==> src/rtl/dcd_consts.vh <==
// Constants for the command decoder: addresses, bit positions, codes
`ifndef DCD_CONSTS_VH
`define DCD_CONSTS_VH
// Mode register addresses
`define DCD_MA_FEATURE 6'h00
`define DCD_MA_FSP 6'h0D
`define DCD_MA_SE_CFG 6'h33
// Field positions
`define DCD_WRITE_SET_POINT_SELECT_BIT 6
`define DCD_OPERATING_SET_POINT_SELECT_BIT 7
`define DCD_SE_RDQS_BIT 1
`define DCD_SE_WDQS_BIT 2
`define DCD_SE_CLK_BIT 3
`define DCD_FEAT_SE_BIT 5
// Reset values
`define DCD_SE_CFG_RST 3'h0
`define DCD_FSP_RST 1'h0
// Command codes
`define DCD_C_MPC 4'h0
`define DCD_C_PRE 4'h1
`define DCD_C_REF 4'h2
`define DCD_C_SRE 4'h3
`define DCD_C_WR1 4'h4
`define DCD_C_SRX 4'h5
`define DCD_C_MWR1 4'h6
`define DCD_C_RD1 4'h7
`define DCD_C_CAS2 4'h8
`define DCD_C_MRW1 4'h9
`define DCD_C_MRW2 4'hA
`define DCD_C_MRR1 4'hB
`define DCD_C_ACT1 4'hC
`define DCD_C_ACT2 4'hD
`define DCD_C_RFU 4'hF
// Follow-up expected after a first half command
`define DCD_NEED_NONE 2'h0
`define DCD_NEED_CAS 2'h1
`define DCD_NEED_ACT2 2'h2
`define DCD_NEED_MRW2 2'h3
`endif

==> src/rtl/dcd_sync.v <==
// Three-stage synchroniser for pin inputs
`timescale 1ns/1ps
module dcd_sync #(
    parameter W = 1
) (
    // Clock and reset
    input wire i_clk,
    input wire i_rst_b,
    // Asynchronous input
    input wire [W-1:0] i_d,
    // Second and third stages
    output wire [W-1:0] o_q2,
    output wire [W-1:0] o_q3
);
    reg [W-1:0] s1_r;
    reg [W-1:0] s2_r;
    reg [W-1:0] s3_r;

    always @(posedge i_clk or negedge i_rst_b) begin
        if (!i_rst_b) begin
            s1_r <= {W{1'b0}};
            s2_r <= {W{1'b0}};
            s3_r <= {W{1'b0}};
        end else begin
            s1_r <= i_d;
            s2_r <= s1_r;
            s3_r <= s2_r;
        end
    end

    assign o_q2 = s2_r;
    assign o_q3 = s3_r;
endmodule // dcd_sync

==> src/rtl/dcd_top.v <==
// Two-cycle command decoder with single-ended clock and strobe configuration
`timescale 1ns/1ps
`include "dcd_consts.vh"
// Notes on behaviour
// - Undefined sequence is illegal until reset
// - Test-reserved register writes change nothing
// - Config bit 1 selects single-ended read strobe
// - Config bit 2 selects single-ended write strobe
// - Config bit 3 selects single-ended clock
// - Writes update copy chosen by write select
// - Operation uses copy chosen by operating select
// - Inactive copy ignored, freely rewritable
// - Feature register bit 5 reports single-ended support
// - Complement read strobe floats in single-ended mode
// - Self-refresh entry decode
// - Self-refresh exit decode
// - Refresh decode with bank bits
// - Precharge decode with bank bits
// - CAS-2 carries column bits 2 to 8
// - Commands take two edges, deselect one
// - All-bank flag ignores bank address
// - Burst flag picks 32 or 16 beats
module dcd_top #(
    parameter FEAT_SE_SUPPORT = 1'b1
) (
    // System clock and reset
    input wire I_CLK_SYS,
    input wire I_RST_B,
    // Command bus from controller
    input wire I_CK_T,
    input wire I_CKE,
    input wire I_CS,
    input wire [5:0] I_CA,
    // Static options
    input wire I_BL_OTF_EN,
    // Internal read strobe source
    input wire I_RDQS_EN,
    input wire I_RDQS,
    // Decoded command
    output reg O_CMD_VALID,
    output reg [3:0] O_CMD_CODE,
    output reg [2:0] O_BANK,
    output reg O_ALL_BANK,
    output reg [15:0] O_ROW,
    output reg [9:0] O_COL,
    output reg O_AP,
    output reg O_BL32,
    output reg [6:0] O_MPC_OP,
    output reg O_ILLEGAL,
    // Mode register read answer
    output reg O_MRR_VALID,
    output reg [7:0] O_MRR_DATA,
    // Active single-ended configuration
    output wire O_SE_RDQS,
    output wire O_SE_WDQS,
    output wire O_SE_CLK,
    // Read strobe pins
    output reg O_RDQS_T,
    output reg O_RDQS_T_OE_B,
    output reg O_RDQS_C,
    output reg O_RDQS_C_OE_B
);
    localparam ST_R1 = 3'b001;
    localparam ST_R2 = 3'b010;
    localparam ST_HALT = 3'b100;

    wire [8:0] q2;
    wire [8:0] q3;
    reg ck_lvl_r;
    reg [2:0] st_r;
    reg [3:0] cmd_r;
    reg [5:0] ca1_r;
    reg [1:0] need_r;
    reg cas_opt_r;
    reg [5:0] ma_r;
    reg op7_r;
    reg [3:0] row_hi_r;
    reg [2:0] bank_r;
    reg c9_r;
    reg ap_r;
    reg bl_r;
    reg [3:0] pend_r;
    reg write_set_point_select_r;
    reg operating_set_point_select_r;
    reg [2:0] se_sp0_r;
    reg [2:0] se_sp1_r;
    wire ck_rise;
    wire [5:0] ca;
    wire [3:0] cls;
    wire [2:0] se_act;
    wire [7:0] mrw_op;

    function [3:0] classify;
        input [5:0] c;
        begin
            if (c[0])
                classify = c[1] ? `DCD_C_ACT2 : `DCD_C_ACT1;
            else begin
                case ({c[1], c[2], c[3], c[4]})
                    4'h0: classify = `DCD_C_MPC;
                    4'h1: classify = `DCD_C_PRE;
                    4'h2: classify = `DCD_C_REF;
                    4'h3: classify = `DCD_C_SRE;
                    4'h4: classify = `DCD_C_WR1;
                    4'h5: classify = `DCD_C_SRX;
                    4'h6: classify = c[5] ? `DCD_C_RFU : `DCD_C_MWR1;
                    4'h8: classify = `DCD_C_RD1;
                    4'h9: classify = `DCD_C_CAS2;
                    4'hC: classify = `DCD_C_MRW1;
                    4'hD: classify = `DCD_C_MRW2;
                    4'hE: classify = `DCD_C_MRR1;
                    default: classify = `DCD_C_RFU;
                endcase
            end
        end
    endfunction

    // Clock, enable, select and bus share one pipeline so they stay aligned
    dcd_sync #(.W(9)) u_sync (
        .i_clk(I_CLK_SYS),
        .i_rst_b(I_RST_B),
        .i_d({I_CA, I_CKE, I_CS, I_CK_T}),
        .o_q2(q2),
        .o_q3(q3)
    );

    assign ck_rise = (q2[0] == q3[0]) && q3[0] && !ck_lvl_r;
    assign ca = q3[8:3];
    assign cls = classify(ca);
    assign mrw_op = {op7_r, ca1_r[5], ca};
    assign se_act = operating_set_point_select_r ? se_sp1_r : se_sp0_r;
    assign O_SE_RDQS = se_act[`DCD_SE_RDQS_BIT - 1];
    assign O_SE_WDQS = se_act[`DCD_SE_WDQS_BIT - 1];
    assign O_SE_CLK = se_act[`DCD_SE_CLK_BIT - 1];

    always @(posedge I_CLK_SYS or negedge I_RST_B) begin
        if (!I_RST_B)
            ck_lvl_r <= 1'b0;
        else if (q2[0] == q3[0])
            ck_lvl_r <= q3[0];
    end

    // Command sequencer
    always @(posedge I_CLK_SYS or negedge I_RST_B) begin
        if (!I_RST_B) begin
            st_r <= ST_R1;
            cmd_r <= `DCD_C_RFU;
            ca1_r <= 6'h00;
            need_r <= `DCD_NEED_NONE;
            cas_opt_r <= 1'b0;
            ma_r <= 6'h00;
            op7_r <= 1'b0;
            row_hi_r <= 4'h0;
            bank_r <= 3'h0;
            c9_r <= 1'b0;
            ap_r <= 1'b0;
            bl_r <= 1'b0;
            pend_r <= `DCD_C_RFU;
            write_set_point_select_r <= `DCD_FSP_RST;
            operating_set_point_select_r <= `DCD_FSP_RST;
            se_sp0_r <= `DCD_SE_CFG_RST;
            se_sp1_r <= `DCD_SE_CFG_RST;
            O_CMD_VALID <= 1'b0;
            O_CMD_CODE <= `DCD_C_RFU;
            O_BANK <= 3'h0;
            O_ALL_BANK <= 1'b0;
            O_ROW <= 16'h0000;
            O_COL <= 10'h000;
            O_AP <= 1'b0;
            O_BL32 <= 1'b0;
            O_MPC_OP <= 7'h00;
            O_ILLEGAL <= 1'b0;
            O_MRR_VALID <= 1'b0;
            O_MRR_DATA <= 8'h00;
        end else begin
            O_CMD_VALID <= 1'b0;
            O_MRR_VALID <= 1'b0;
            case (st_r)
                ST_R1: begin
                    if (ck_rise) begin
                        if (!q3[1]) begin
                            // Deselect: one edge, breaks any pending pair
                            if (need_r != `DCD_NEED_NONE) begin
                                O_ILLEGAL <= 1'b1;
                                st_r <= ST_HALT;
                            end
                            cas_opt_r <= 1'b0;
                        end else if (!q3[2] || cls == `DCD_C_RFU ||
                                     (need_r == `DCD_NEED_CAS && cls != `DCD_C_CAS2) ||
                                     (need_r == `DCD_NEED_ACT2 && cls != `DCD_C_ACT2) ||
                                     (need_r == `DCD_NEED_MRW2 && cls != `DCD_C_MRW2) ||
                                     (need_r != `DCD_NEED_ACT2 && cls == `DCD_C_ACT2) ||
                                     (need_r != `DCD_NEED_MRW2 && cls == `DCD_C_MRW2) ||
                                     (need_r != `DCD_NEED_CAS && !cas_opt_r &&
                                      cls == `DCD_C_CAS2)) begin
                            O_ILLEGAL <= 1'b1;
                            st_r <= ST_HALT;
                        end else begin
                            cmd_r <= cls;
                            ca1_r <= ca;
                            st_r <= ST_R2;
                        end
                    end
                end
                ST_R2: begin
                    if (ck_rise) begin
                        if (q3[1]) begin
                            O_ILLEGAL <= 1'b1;
                            st_r <= ST_HALT;
                        end else begin
                            st_r <= ST_R1;
                            need_r <= `DCD_NEED_NONE;
                            cas_opt_r <= 1'b0;
                            O_ALL_BANK <= 1'b0;
                            case (cmd_r)
                                `DCD_C_MPC: begin
                                    O_MPC_OP <= {ca1_r[5], ca};
                                    cas_opt_r <= 1'b1;
                                    O_CMD_CODE <= cmd_r;
                                    O_CMD_VALID <= 1'b1;
                                end
                                `DCD_C_PRE, `DCD_C_REF: begin
                                    O_ALL_BANK <= ca1_r[5];
                                    O_BANK <= ca1_r[5] ? 3'h0 : ca[2:0];
                                    O_CMD_CODE <= cmd_r;
                                    O_CMD_VALID <= 1'b1;
                                end
                                `DCD_C_SRE, `DCD_C_SRX: begin
                                    O_CMD_CODE <= cmd_r;
                                    O_CMD_VALID <= 1'b1;
                                end
                                `DCD_C_WR1, `DCD_C_MWR1, `DCD_C_RD1: begin
                                    bank_r <= ca[2:0];
                                    c9_r <= ca[4];
                                    ap_r <= ca[5];
                                    bl_r <= (cmd_r != `DCD_C_MWR1) && ca1_r[5];
                                    pend_r <= cmd_r;
                                    need_r <= `DCD_NEED_CAS;
                                end
                                `DCD_C_MRR1: begin
                                    ma_r <= ca;
                                    pend_r <= cmd_r;
                                    need_r <= `DCD_NEED_CAS;
                                end
                                `DCD_C_MRW1: begin
                                    ma_r <= ca;
                                    op7_r <= ca1_r[5];
                                    need_r <= `DCD_NEED_MRW2;
                                end
                                `DCD_C_MRW2: begin
                                    // Other addresses, test ones included, store nothing
                                    if (ma_r == `DCD_MA_FSP) begin
                                        write_set_point_select_r <= mrw_op[`DCD_WRITE_SET_POINT_SELECT_BIT];
                                        operating_set_point_select_r <= mrw_op[`DCD_OPERATING_SET_POINT_SELECT_BIT];
                                    end else if (ma_r == `DCD_MA_SE_CFG) begin
                                        if (write_set_point_select_r)
                                            se_sp1_r <= mrw_op[`DCD_SE_CLK_BIT:1];
                                        else
                                            se_sp0_r <= mrw_op[`DCD_SE_CLK_BIT:1];
                                    end
                                    O_CMD_CODE <= cmd_r;
                                    O_CMD_VALID <= 1'b1;
                                end
                                `DCD_C_ACT1: begin
                                    row_hi_r <= ca1_r[5:2];
                                    bank_r <= ca[2:0];
                                    c9_r <= ca[4];
                                    ap_r <= ca[5];
                                    need_r <= `DCD_NEED_ACT2;
                                end
                                `DCD_C_ACT2: begin
                                    O_ROW <= {row_hi_r, ap_r, c9_r, ca1_r[5:2], ca};
                                    O_BANK <= bank_r;
                                    O_CMD_CODE <= cmd_r;
                                    O_CMD_VALID <= 1'b1;
                                end
                                `DCD_C_CAS2: begin
                                    O_COL <= {c9_r, ca1_r[5], ca, 2'b00};
                                    O_CMD_CODE <= pend_r;
                                    if (pend_r == `DCD_C_MRR1) begin
                                        O_MRR_VALID <= 1'b1;
                                        if (ma_r == `DCD_MA_FEATURE)
                                            O_MRR_DATA <= {2'b00, FEAT_SE_SUPPORT, 5'h00};
                                        else if (ma_r == `DCD_MA_FSP)
                                            O_MRR_DATA <= {operating_set_point_select_r, write_set_point_select_r, 6'h00};
                                        else
                                            O_MRR_DATA <= 8'h00;
                                    end else if (pend_r != `DCD_C_RFU) begin
                                        O_BANK <= bank_r;
                                        O_AP <= ap_r;
                                        O_BL32 <= I_BL_OTF_EN && bl_r;
                                        O_CMD_VALID <= 1'b1;
                                    end
                                    pend_r <= `DCD_C_RFU;
                                end
                                default: st_r <= ST_HALT;
                            endcase
                        end
                    end
                end
                ST_HALT: st_r <= ST_HALT;
                default: st_r <= ST_HALT;
            endcase
        end
    end

    // Read strobe pins; complement floats in single-ended mode
    always @(posedge I_CLK_SYS or negedge I_RST_B) begin
        if (!I_RST_B) begin
            O_RDQS_T <= 1'b0;
            O_RDQS_T_OE_B <= 1'b1;
            O_RDQS_C <= 1'b1;
            O_RDQS_C_OE_B <= 1'b1;
        end else begin
            O_RDQS_T <= I_RDQS;
            O_RDQS_T_OE_B <= !I_RDQS_EN;
            O_RDQS_C <= !I_RDQS;
            O_RDQS_C_OE_B <= !(I_RDQS_EN && !O_SE_RDQS);
        end
    end
endmodule // dcd_top

==> config.mk <==
export PLATFORM = sky130hd
export DESIGN_NAME = dcd_top
export DESIGN_NICKNAME = d
export VERILOG_FILES = /design/src/rtl/dcd_sync.v /design/src/rtl/dcd_top.v
export VERILOG_INCLUDE_DIRS = /design/src /design/src/rtl
export SDC_FILE = /design/constraint.sdc
export NUM_CORES = 1
export LEC_CHECK = 0
export BUFFER_PORTS_ARGS = -buffer_cell sky130_fd_sc_hd__buf_4
export CAP_MARGIN = 20
export CORE_ASPECT_RATIO = 0.9
export CORE_MARGIN = 2
export CORE_UTILIZATION = 50
export CTS_CLUSTER_DIAMETER = 30
export DETAILED_ROUTE_END_ITERATION = 10
export PLACE_DENSITY_LB_ADDON = 0.2
export SYNTH_ARGS = -nofsm -noshare
export SYNTH_HDL_FRONTEND = slang
export SYNTH_HIERARCHICAL = 1
export SYNTH_SLANG_ARGS = --single-unit
==> constraint.sdc <==
create_clock -name I_CLK_SYS -period 5.7 [get_ports I_CLK_SYS]
set_input_delay 0 -clock I_CLK_SYS [delete_from_list [all_inputs] [get_ports I_CLK_SYS]]
set_output_delay 0 -clock I_CLK_SYS [all_outputs]
set_load 0.005 [all_outputs]
==> key figures, run 1 <==
Clock tree
  • CTS tree: built
  • Longest Clk Path Bufs: 2
  • Post-CTS setup buffer count: 0
  • Reg clk slew, reported paths: 60 ps
  • Post-cts gate resize count: 0
  • Clock tree sinks: 122
  • Clock Tree Root: clkbuf_16
  • Worst-Skew Late Latency: 410 ps
  • CTS H-Tree Depth: 4
  • CTS Buf Count: 17
  • Hold_buf cts: 13

Layout
  • Final Instance Count excl. Fillers: 627
  • Layout fillers: 765
  • Area growth, synth to finish: 25.6%
  • Final Instance Area: 6370 sq um
  • Layout cells sized above 1: 37.1%
  • Final nets: 503
  • Antenna diode count: 0

Logic synthesis
  • Synth top area share: 52.3%
  • Syn Inst Count: 407
  • Synth area leaders: dfrtp_1, mux2_2, dfstp_2
  • Mapped Avg Cell Area: 12.5 sq um
  • Post-synthesis sequential area ratio: 60.6%
  • Async SR Flop Fraction: 100%
  • Seq cells post-synth: 122
  • Cell variety after synth: 61
  • Number of flops mapped to enable cells by yosys: 0
  • Most frequent cells after synthesis: dfrtp_1, mux2_2, nand2_1
  • Syn Std Cell Area: 5070 sq um
  • Most common cell in the synthesized netlist: dfrtp_1
  • Most used flip-flop cell after synthesis: dfrtp_1
  • Post-synth top area cell: dfrtp_1
  • YS warnings: 6

Timing
  • Fin crit period: 2640 ps
  • Max Freq: 0.378 GHz
  • Slew headroom: 36.7%
  • Fin. Hold Viols: 0
  • Clk_skew: 9.14 ps
  • RSZ-0062 raised after global routing: no
  • Final Hold Slack: 122 ps
  • Final setup viols: 0
  • Sum of negative setup slack: 0 ps
  • Tcrit/Tclk final: 46.4%
  • Final Max Slew Viols: 0
  • Actual slew at the worst max-slew pin: 950 ps

GRT
  • Number of global-route vias before repair: 3,365
  • Largest net degree at the start of global routing: 78
  • All-Layer GR Usage: 21.0%
  • Grt total ovfl: 0
  • First-pass GRT wire length: 17,100 um
  • Initial antenna violation count: 0

Worst setup path
  • Arrival time worst endpoint: 2960 ps
  • Worst setup EP type: flop
  • Critical path startpoint category: flop
  • Max FO, Critical Path: 17
  • Setup Crit Path Kind: flop to flop
  • Req. time, crit path: 6020 ps

Route
  • Wire length per cell: 16.8 um
  • Routed WL: 10,500 um
  • Post-DRT Antenna Nets: 0
  • Via density: 5.52
  • Total number of vias: 3,462
  • DRC violations left: 0
  • Initial drt markers: 161
  • Initial DRT Pass Iterations: 5

Power
  • Peak supply drop: 240 uV
  • Cell area power density: 332 nW/um^2
  • Cell leakage power: 0.00306 uW

Place
  • DP Wirelength: 6820 um
  • GPL Wtd Cong: 0.859
  • Dpl cell area: 5590 sq um
  • I/O Buffers: 67
  • Placed insts: 582

Hold path
  • Hold/Removal Path Class: primary input to async pin

Die
  • Die height: 99.5 um
  • # rows: 34
  • Die area: 11,000 sq um
  • Starting density of the core: 51.8%
  • I/O pin count: 75
  • CORE AREA: 9780 sq um
  • Die W: 110 um

Run status
  • Status: complete, no violations

Flow run
  • Max cap viols: 0
[area by class of cell]
type	instances	area, sq um	area share [%]
Sequential cell	122	3070	48.3
Multi-Input combinational cell	249	1780	27.9
Timing Repair Buffer	82	648	10.2
Clock buffer	19	433	6.80
Clock inverter	13	216	3.40
Tap cell	126	158	2.48
Inverter	16	60.1	0.943
[critical path, stage by stage, from the launching register on]
cell	delay, ps
dfstp_2	700
nand2b_1	180
nor3_1	470
nand2_1	450
nor3_2	490
nand3_1	150
o21ai_0	110
[report_power, final]
group          internal, uW  leakage, uW  switching, uW
Clock                   781     0.000316            391
Combinational          21.3      0.00117           30.4
Sequential              880      0.00157           11.5
Total                  1680      0.00306            433
[stage by stage]
step,utilization [%],total power [uW],setup WS [ps]
after global routing,65.1,2190,2860
after floorplan,-,925,3660
final,65.1,2120,3060
after detailed placement,57.1,952,3160
after global placement,57.1,950,3220
after CTS,65.1,2140,3080
[kinds of logic after synthesis]
| kind of cell | synth area share, % |
|---|---|
| AOI/OAI and AO/OA | 9.31 |
| xor gates and xnor gates | 0.173 |
| adders and majority gates | 0.247 |
| buffers and inverters | 4.72 |
| DFF | 60.6 |
| muxes | 13.4 |
| other | 0.0740 |
| and+or+nand+nor | 11.4 |
[final timing paths]
check	from	end	slack [ps]	cells after the start
max	cmd_r[3]$_DFFE_PN1P_	O_MRR_DATA[6]$_DFFE_PN0P_	3060	6
max reg2reg	cmd_r[3]$_DFFE_PN1P_	O_MRR_DATA[6]$_DFFE_PN0P_	3060	6
min	I_RST_B	O_CMD_VALID$_DFF_PN0_	120	2
min in group I_CLK_SYS	I_CA[4]	u_sync/s1_r[7]$_DFF_PN0_	230	2
min reg2reg	u_sync/o_q2[1]$_DFF_PN0_	u_sync/o_q3[1]$_DFF_PN0_	340	0
max in group asynchronous	I_RST_B	O_COL[5]$_DFFE_PN0P_	4240	3
[state kept, by name, summed over array words and instances, names as in the netlist, 2 cells and up]
signal and cells:
row_hi_r 4, O_ROW 16, need_r 2, O_MPC_OP 7, ma_r 6, st_r 3, ca1_r 4, u_sync/o_q3 9
O_COL 8, O_BANK 3, O_CMD_CODE 4, bank_r 3, u_sync/o_q2 9, pend_r 4, u_sync/s1_r 9, se_sp0_r 3
O_MRR_DATA 3, se_sp1_r 3, cmd_r 4
[cells in the final DEF, fill, tap and decap left out, types with 6 or more instances in the layout]
master / synthesis / routed
dfrtp_1: 106 / 106
nor2_1: 11 / 11
mux2_2: 51 / 51
dfstp_2: 16 / 16
inv_1: 16 / 16
nand2b_1: 6 / 6
nand2_1: 36 / 36
dlygate4sd3_1: 0 / 13
a21oi_1: 17 / 17
clkbuf_16: 0 / 17
buf_4: 10 / 69
conb_1: 1 / 7
nand3_1: 13 / 13
a31oi_1: 14 / 14
o21ai_0: 22 / 22
[routing by layer]
metal | track usage, % | up-vias | wire length, um
met5 | 0 | - | 0
met4 | 7.12 | 0 | 144
met3 | 7.40 | 15 | 566
met2 | 31.3 | 113 | 5100
met1 | 28.7 | 1729 | 4730
li1 | - | 1605 | -
(Power assumes the default switching activity.)
==> inputs of run 2 (changes only) <==
Clock period 5.7 ns to 2.33 ns, I/O delays scaled along.
==> key figures, run 2 (same netlist as run 1, synthesis figures left out) <==
Run status
  • Status: complete, no violations

Timing
  • RSZ-0062 raised after global routing: no
  • Clk_skew: 5.48 ps
  • Max Freq: 0.454 GHz
  • Final WS setup: 126 ps
  • Tcrit/Tclk final: 94.6%
  • Final setup viols: 0
  • Fin. Hold Viols: 0
  • Final Max Slew Viols: 0
  • Slew headroom: 53.8%
  • Sum of negative setup slack: 0 ps
  • Fin crit period: 2200 ps
  • Actual slew at the worst max-slew pin: 690 ps

Clock tree
  • CTS tree: built
  • Reg clk slew, reported paths: 50 ps
  • Worst-Skew Late Latency: 410 ps
  • CTS H-Tree Depth: 4
  • Longest Clk Path Bufs: 2
  • Clock Tree Root: clkbuf_16
  • CTS Buf Count: 17
  • Clock tree sinks: 122

Worst setup path
  • Req. time, crit path: 2620 ps
  • Slowest cell on crit path: dfrtp_1
  • Crit path from: u_sync/o_q3[3]$_DFF_PN0_
  • Worst path cell trace: nand4bb_2 -> o211ai_2 -> o41ai_1 -> nor4_4 -> nand2_4 -> mux2_4
  • CP max stage delay: 460 ps
  • Critical path startpoint category: flop
  • Worst setup EP type: flop
  • Setup Crit Path Kind: flop to flop
  • Arrival time worst endpoint: 2490 ps
  • Reg2Reg Depth: 6
  • Max FO, Critical Path: 9
  • RR Endpoint: ca1_r[5]$_DFFE_PN0P_
  • R2R setup slack: 130 ps
  • Reg2reg start: u_sync/o_q3[3]$_DFF_PN0_

Layout
  • Final nets: 523
  • Final Instance Count excl. Fillers: 645
  • Most frequent cells in the layout: dfrtp_1, buf_4, mux2_2
  • Layout fillers: 743
  • Biggest register: O_ROW
  • Area growth, synth to finish: 27.6%
  • Commonest non-fill, non-tap cell in the layout: dfrtp_1
  • Max reg flops: 16
  • Antenna diode count: 0
  • Final Instance Area: 6460 sq um
  • Layout cells sized above 1: 39.7%

Power
  • Overall power: 4840 uW
  • Peak supply drop: 538 uV
  • Cell leakage power: 0.00313 uW
  • Cell area power density: 749 nW/um^2

Route
  • Routed WL: 10,700 um
  • Total number of vias: 3,487
  • Initial drt markers: 193
  • Post-DRT Antenna Nets: 0
  • Initial DRT Pass Iterations: 4
  • DRC violations left: 0
  • Wire length per cell: 16.6 um
  • Via density: 5.41

Die
  • # rows: 34
  • CORE AREA: 9780 sq um
  • I/O pin count: 75
  • Die area: 11,000 sq um
  • Die height: 99.5 um
  • Die W: 110 um
  • Starting density of the core: 51.8%

Hold path
  • Hold/Removal Path Class: primary input to async pin

GRT
  • Number of global-route vias before repair: 3,479
  • Largest net degree at the start of global routing: 58
  • Grt total ovfl: 0
  • All-Layer GR Usage: 21.9%
  • Initial antenna violation count: 0
  • First-pass GRT wire length: 17,900 um

Place
  • Pre-CTS WS: 107 ps
  • DP Wirelength: 7020 um
  • I/O Buffers: 67
  • GPL Wtd Cong: 0.849
  • Dpl cell area: 5750 sq um
  • Placed insts: 600

Flow run
  • Max cap viols: 0
-- run 2: changes by cell type in the layout (fill, tap and decap cells not counted), moves of 2 or more --
cell / delta
clkbuf_8: +3
buf_12: +2
clkinv_4: -4
clkinv_2: +5
buf_4: +18
bufinv_16: -3
inv_6: -3
-- run 2: cell type report --
| type | count | area, sq um | share of cell area (%) |
|---|---|---|---|
| clock buffers | 21 | 470 | 7.28 |
| well taps | 126 | 158 | 2.44 |
| multi-input cells | 249 | 1780 | 27.6 |
| inverters | 16 | 60.1 | 0.929 |
| clock inverters | 9 | 97.6 | 1.51 |
| repair buffers | 102 | 823 | 12.7 |
| flip-flops and latches | 122 | 3070 | 47.5 |
-- run 2: where the power goes --
part           internal [uW]  switching, uW  leakage (uW)
Combinational           62.9           90.8       0.00128
Clock                   1630            884      0.000284
Sequential              2150           15.4       0.00157
Total                   3850            990       0.00313
-- run 2: metal layers --
metal	track usage [%]	vias to the layer above	routed length, um
met4	7.69	0	113
met1	29.4	1738	4730
met3	6.36	11	547
li1	-	1631	-
met2	34.1	107	5290
met5	0	-	0
-- run 2: worst max path at each step --
| stage | endpoint | depth (start not counted) |
|---|---|---|
| 2_1_floorplan | O_ROW[10]$_DFFE_PN0P_ | 6 |
| 3_3_place_gp | ca1_r[2]$_DFFE_PN0P_ | 6 |
| 3_5_place_dp | ca1_r[5]$_DFFE_PN0P_ | 6 |
| 4_1_cts | ca1_r[5]$_DFFE_PN0P_ | 6 |
| 5_1_grt | ca1_r[5]$_DFFE_PN0P_ | 6 |
| 6_report | ca1_r[5]$_DFFE_PN0P_ | 6 |
-- run 2: metrics by stage --
| step | utilization [%] | hold WS (ps) |
|---|---|---|
| after global routing | 66.1 | 179 |
| final | 66.1 | 133 |
| after global placement | 58.7 | 14.9 |
| after detailed placement | 58.7 | 20.7 |
| after CTS | 65.9 | 140 |
| after floorplan | - | -296 |
-- run 2: repair_timing --
action	in CTS	in global routing
endpoints found under the hold margin	54	0
setup endpoints to repair	0	5
hold buffers	13	0
resized for setup	0	1
setup buffers	0	2
-- run 2: critical path: cells and delay by family (launching register included) --
| family | cells | cell delay (ps) |
|---|---|---|
| AO/OA/AOI/OAI | 2 | 320 |
| flip-flops | 1 | 460 |
| multiplexers | 1 | 330 |
| AND/OR/NAND/NOR | 3 | 960 |
==> inputs of run 3 (changes only) <==
Clock period 2.33 ns to 2.9 ns, I/O delays scaled along.
==> key figures, run 3 (same netlist as run 1, synthesis figures left out) <==
Worst setup path
  • Worst path cell trace: nand4bb_1 -> o211ai_2 -> o41ai_1 -> nor4_4 -> nand2_4 -> mux2_4
  • Max FO, Critical Path: 15
  • Slowest cell on crit path: dfrtp_1
  • Reg2Reg Depth: 6
  • Worst setup EP type: flop
  • Cell family with most CP delay: simple AND/OR/NAND/NOR gates
  • Setup Crit Path Kind: flop to flop
  • R2R setup slack: 520 ps
  • Req. time, crit path: 3190 ps
  • Crit path from: u_sync/o_q3[6]$_DFF_PN0_
  • CP max stage delay: 540 ps
  • CP endpoint: ca1_r[3]$_DFFE_PN0P_
  • CP Depth: 6
  • Critical path startpoint category: flop
  • RR Endpoint: ca1_r[3]$_DFFE_PN0P_
  • Reg2reg start: u_sync/o_q3[6]$_DFF_PN0_
  • Arrival time worst endpoint: 2670 ps
  • CP Buf/Inv Count: 0

Die
  • Die height: 99.5 um
  • Die W: 110 um
  • Die area: 11,000 sq um
  • Starting density of the core: 51.8%
  • # rows: 34
  • CORE AREA: 9780 sq um
  • I/O pin count: 75

Hold path
  • Hold/Removal Path Class: primary input to async pin

Timing
  • Final Max Slew Viols: 0
  • Final Hold Slack: 107 ps
  • Actual slew at the worst max-slew pin: 774 ps
  • Fin. Hold Viols: 0
  • Final setup viols: 0
  • RSZ-0062 raised after global routing: no
  • Clk_skew: 6.64 ps
  • Fin crit period: 2380 ps
  • Sum of negative setup slack: 0 ps
  • Max Freq: 0.419 GHz
  • Slew headroom: 47.9%
  • Tcrit/Tclk final: 82.2%

GRT
  • Grt total ovfl: 0
  • Global-route layer with the greatest usage: met2
  • First-pass GRT wire length: 17,500 um
  • Largest net degree at the start of global routing: 59
  • Met3 usage: 5.64%
  • Initial antenna violation count: 0
  • Number of global-route vias before repair: 3,469
  • M1 GR Usage: 29.4%
  • All-Layer GR Usage: 21.5%
  • M2 GR Usage: 32.8%

Clock tree
  • Worst-Skew Late Latency: 410 ps
  • Post-CTS setup buffer count: 0
  • CTS tree: built
  • CTS Buf Count: 17
  • Clock tree sinks: 122
  • Clock Tree Root: clkbuf_16
  • Post-cts gate resize count: 0
  • CTS H-Tree Depth: 4
  • Reg clk slew, reported paths: 50 ps
  • Longest Clk Path Bufs: 2
  • Hold_buf cts: 13

Route
  • Post-DRT Antenna Nets: 0
  • Wire length per cell: 16.9 um
  • Initial DRT Pass Iterations: 5
  • Via density: 5.46
  • Initial drt markers: 220
  • Total number of vias: 3,455
  • Routed WL: 10,700 um
  • DRC violations left: 0

Layout
  • Most frequent cells in the layout: dfrtp_1, buf_4, mux2_2
  • Biggest register: O_ROW
  • Max reg flops: 16
  • Final nets: 509
  • Layout fillers: 750
  • Commonest non-fill, non-tap cell in the layout: dfrtp_1
  • Area growth, synth to finish: 24.9%
  • Antenna diode count: 0
  • Layout cells sized above 1: 37.5%

Power
  • Cell leakage power: 0.00305 uW
  • Clk network pwr share: 51.3%
  • Peak supply drop: 462 uV
  • Sw Pwr: 775 uW
  • Cell area power density: 604 nW/um^2
  • P_int: 3050 uW
  • Switching share of power: 20.3%
  • Comb power frac: 2.9%
  • Part of the power in registers: 45.8%

Flow run
  • Max cap viols: 0

Place
  • DP Wirelength: 7020 um
  • I/O Buffers: 67
  • GPL Wtd Cong: 0.895

Run status
  • Status: complete, no violations
-- run 3: area by class of cell --
class                           count  area [sq um]  share of cell area [%]
Clock buffer                       22           454                    7.18
Timing Repair Buffer               88           706                    11.2
Tap cell                          126           158                    2.49
Clock inverter                     10           100                    1.58
Multi-Input combinational cell    249          1780                    28.1
Inverter                           16          60.1                   0.949
Sequential cell                   122          3070                    48.6
-- run 3: through the flow --
stage	total power (uW)	utilization, %	instances	cell area, sq um	setup slack (ps)
6_report	3820	64.7	633	6330	515
5_1_grt	3970	64.7	633	6330	359
4_1_cts	3880	64.7	633	6330	515
3_5_place_dp	1880	57.7	588	5640	561
3_3_place_gp	1870	57.7	588	5640	626
2_1_floorplan	1820	-	413	5090	857
-- run 3: power by group through the flow --
| stage | logic (uW) | registers (uW) | clock network [uW] |
|---|---|---|---|
| finish | 111 | 1750 | 1960 |
| floorplan | 49.8 | 1770 | 0 |
| CTS | 114 | 1750 | 2010 |
| global route | 126 | 1750 | 2090 |
| global placement | 95.4 | 1780 | 0 |
| detailed placement | 98.5 | 1780 | 0 |
-- run 3: worst min path at each step --
stage,endpoint,slack [ps],depth (start not counted)
6_report,O_CMD_VALID$_DFF_PN0_,110,2
5_1_grt,O_CMD_VALID$_DFF_PN0_,180,2
3_5_place_dp,O_CMD_VALID$_DFF_PN0_,9,1
4_1_cts,O_CMD_VALID$_DFF_PN0_,120,2
3_3_place_gp,O_CMD_VALID$_DFF_PN0_,3,1
2_1_floorplan,O_ALL_BANK$_DFFE_PN0P_,-300,0
-- run 3: layer usage --
layer	part of all wire [%]	wire, um
met4	1.4	149
met3	5.7	613
met2	49	5200
met1	44	4740
met5	0	0
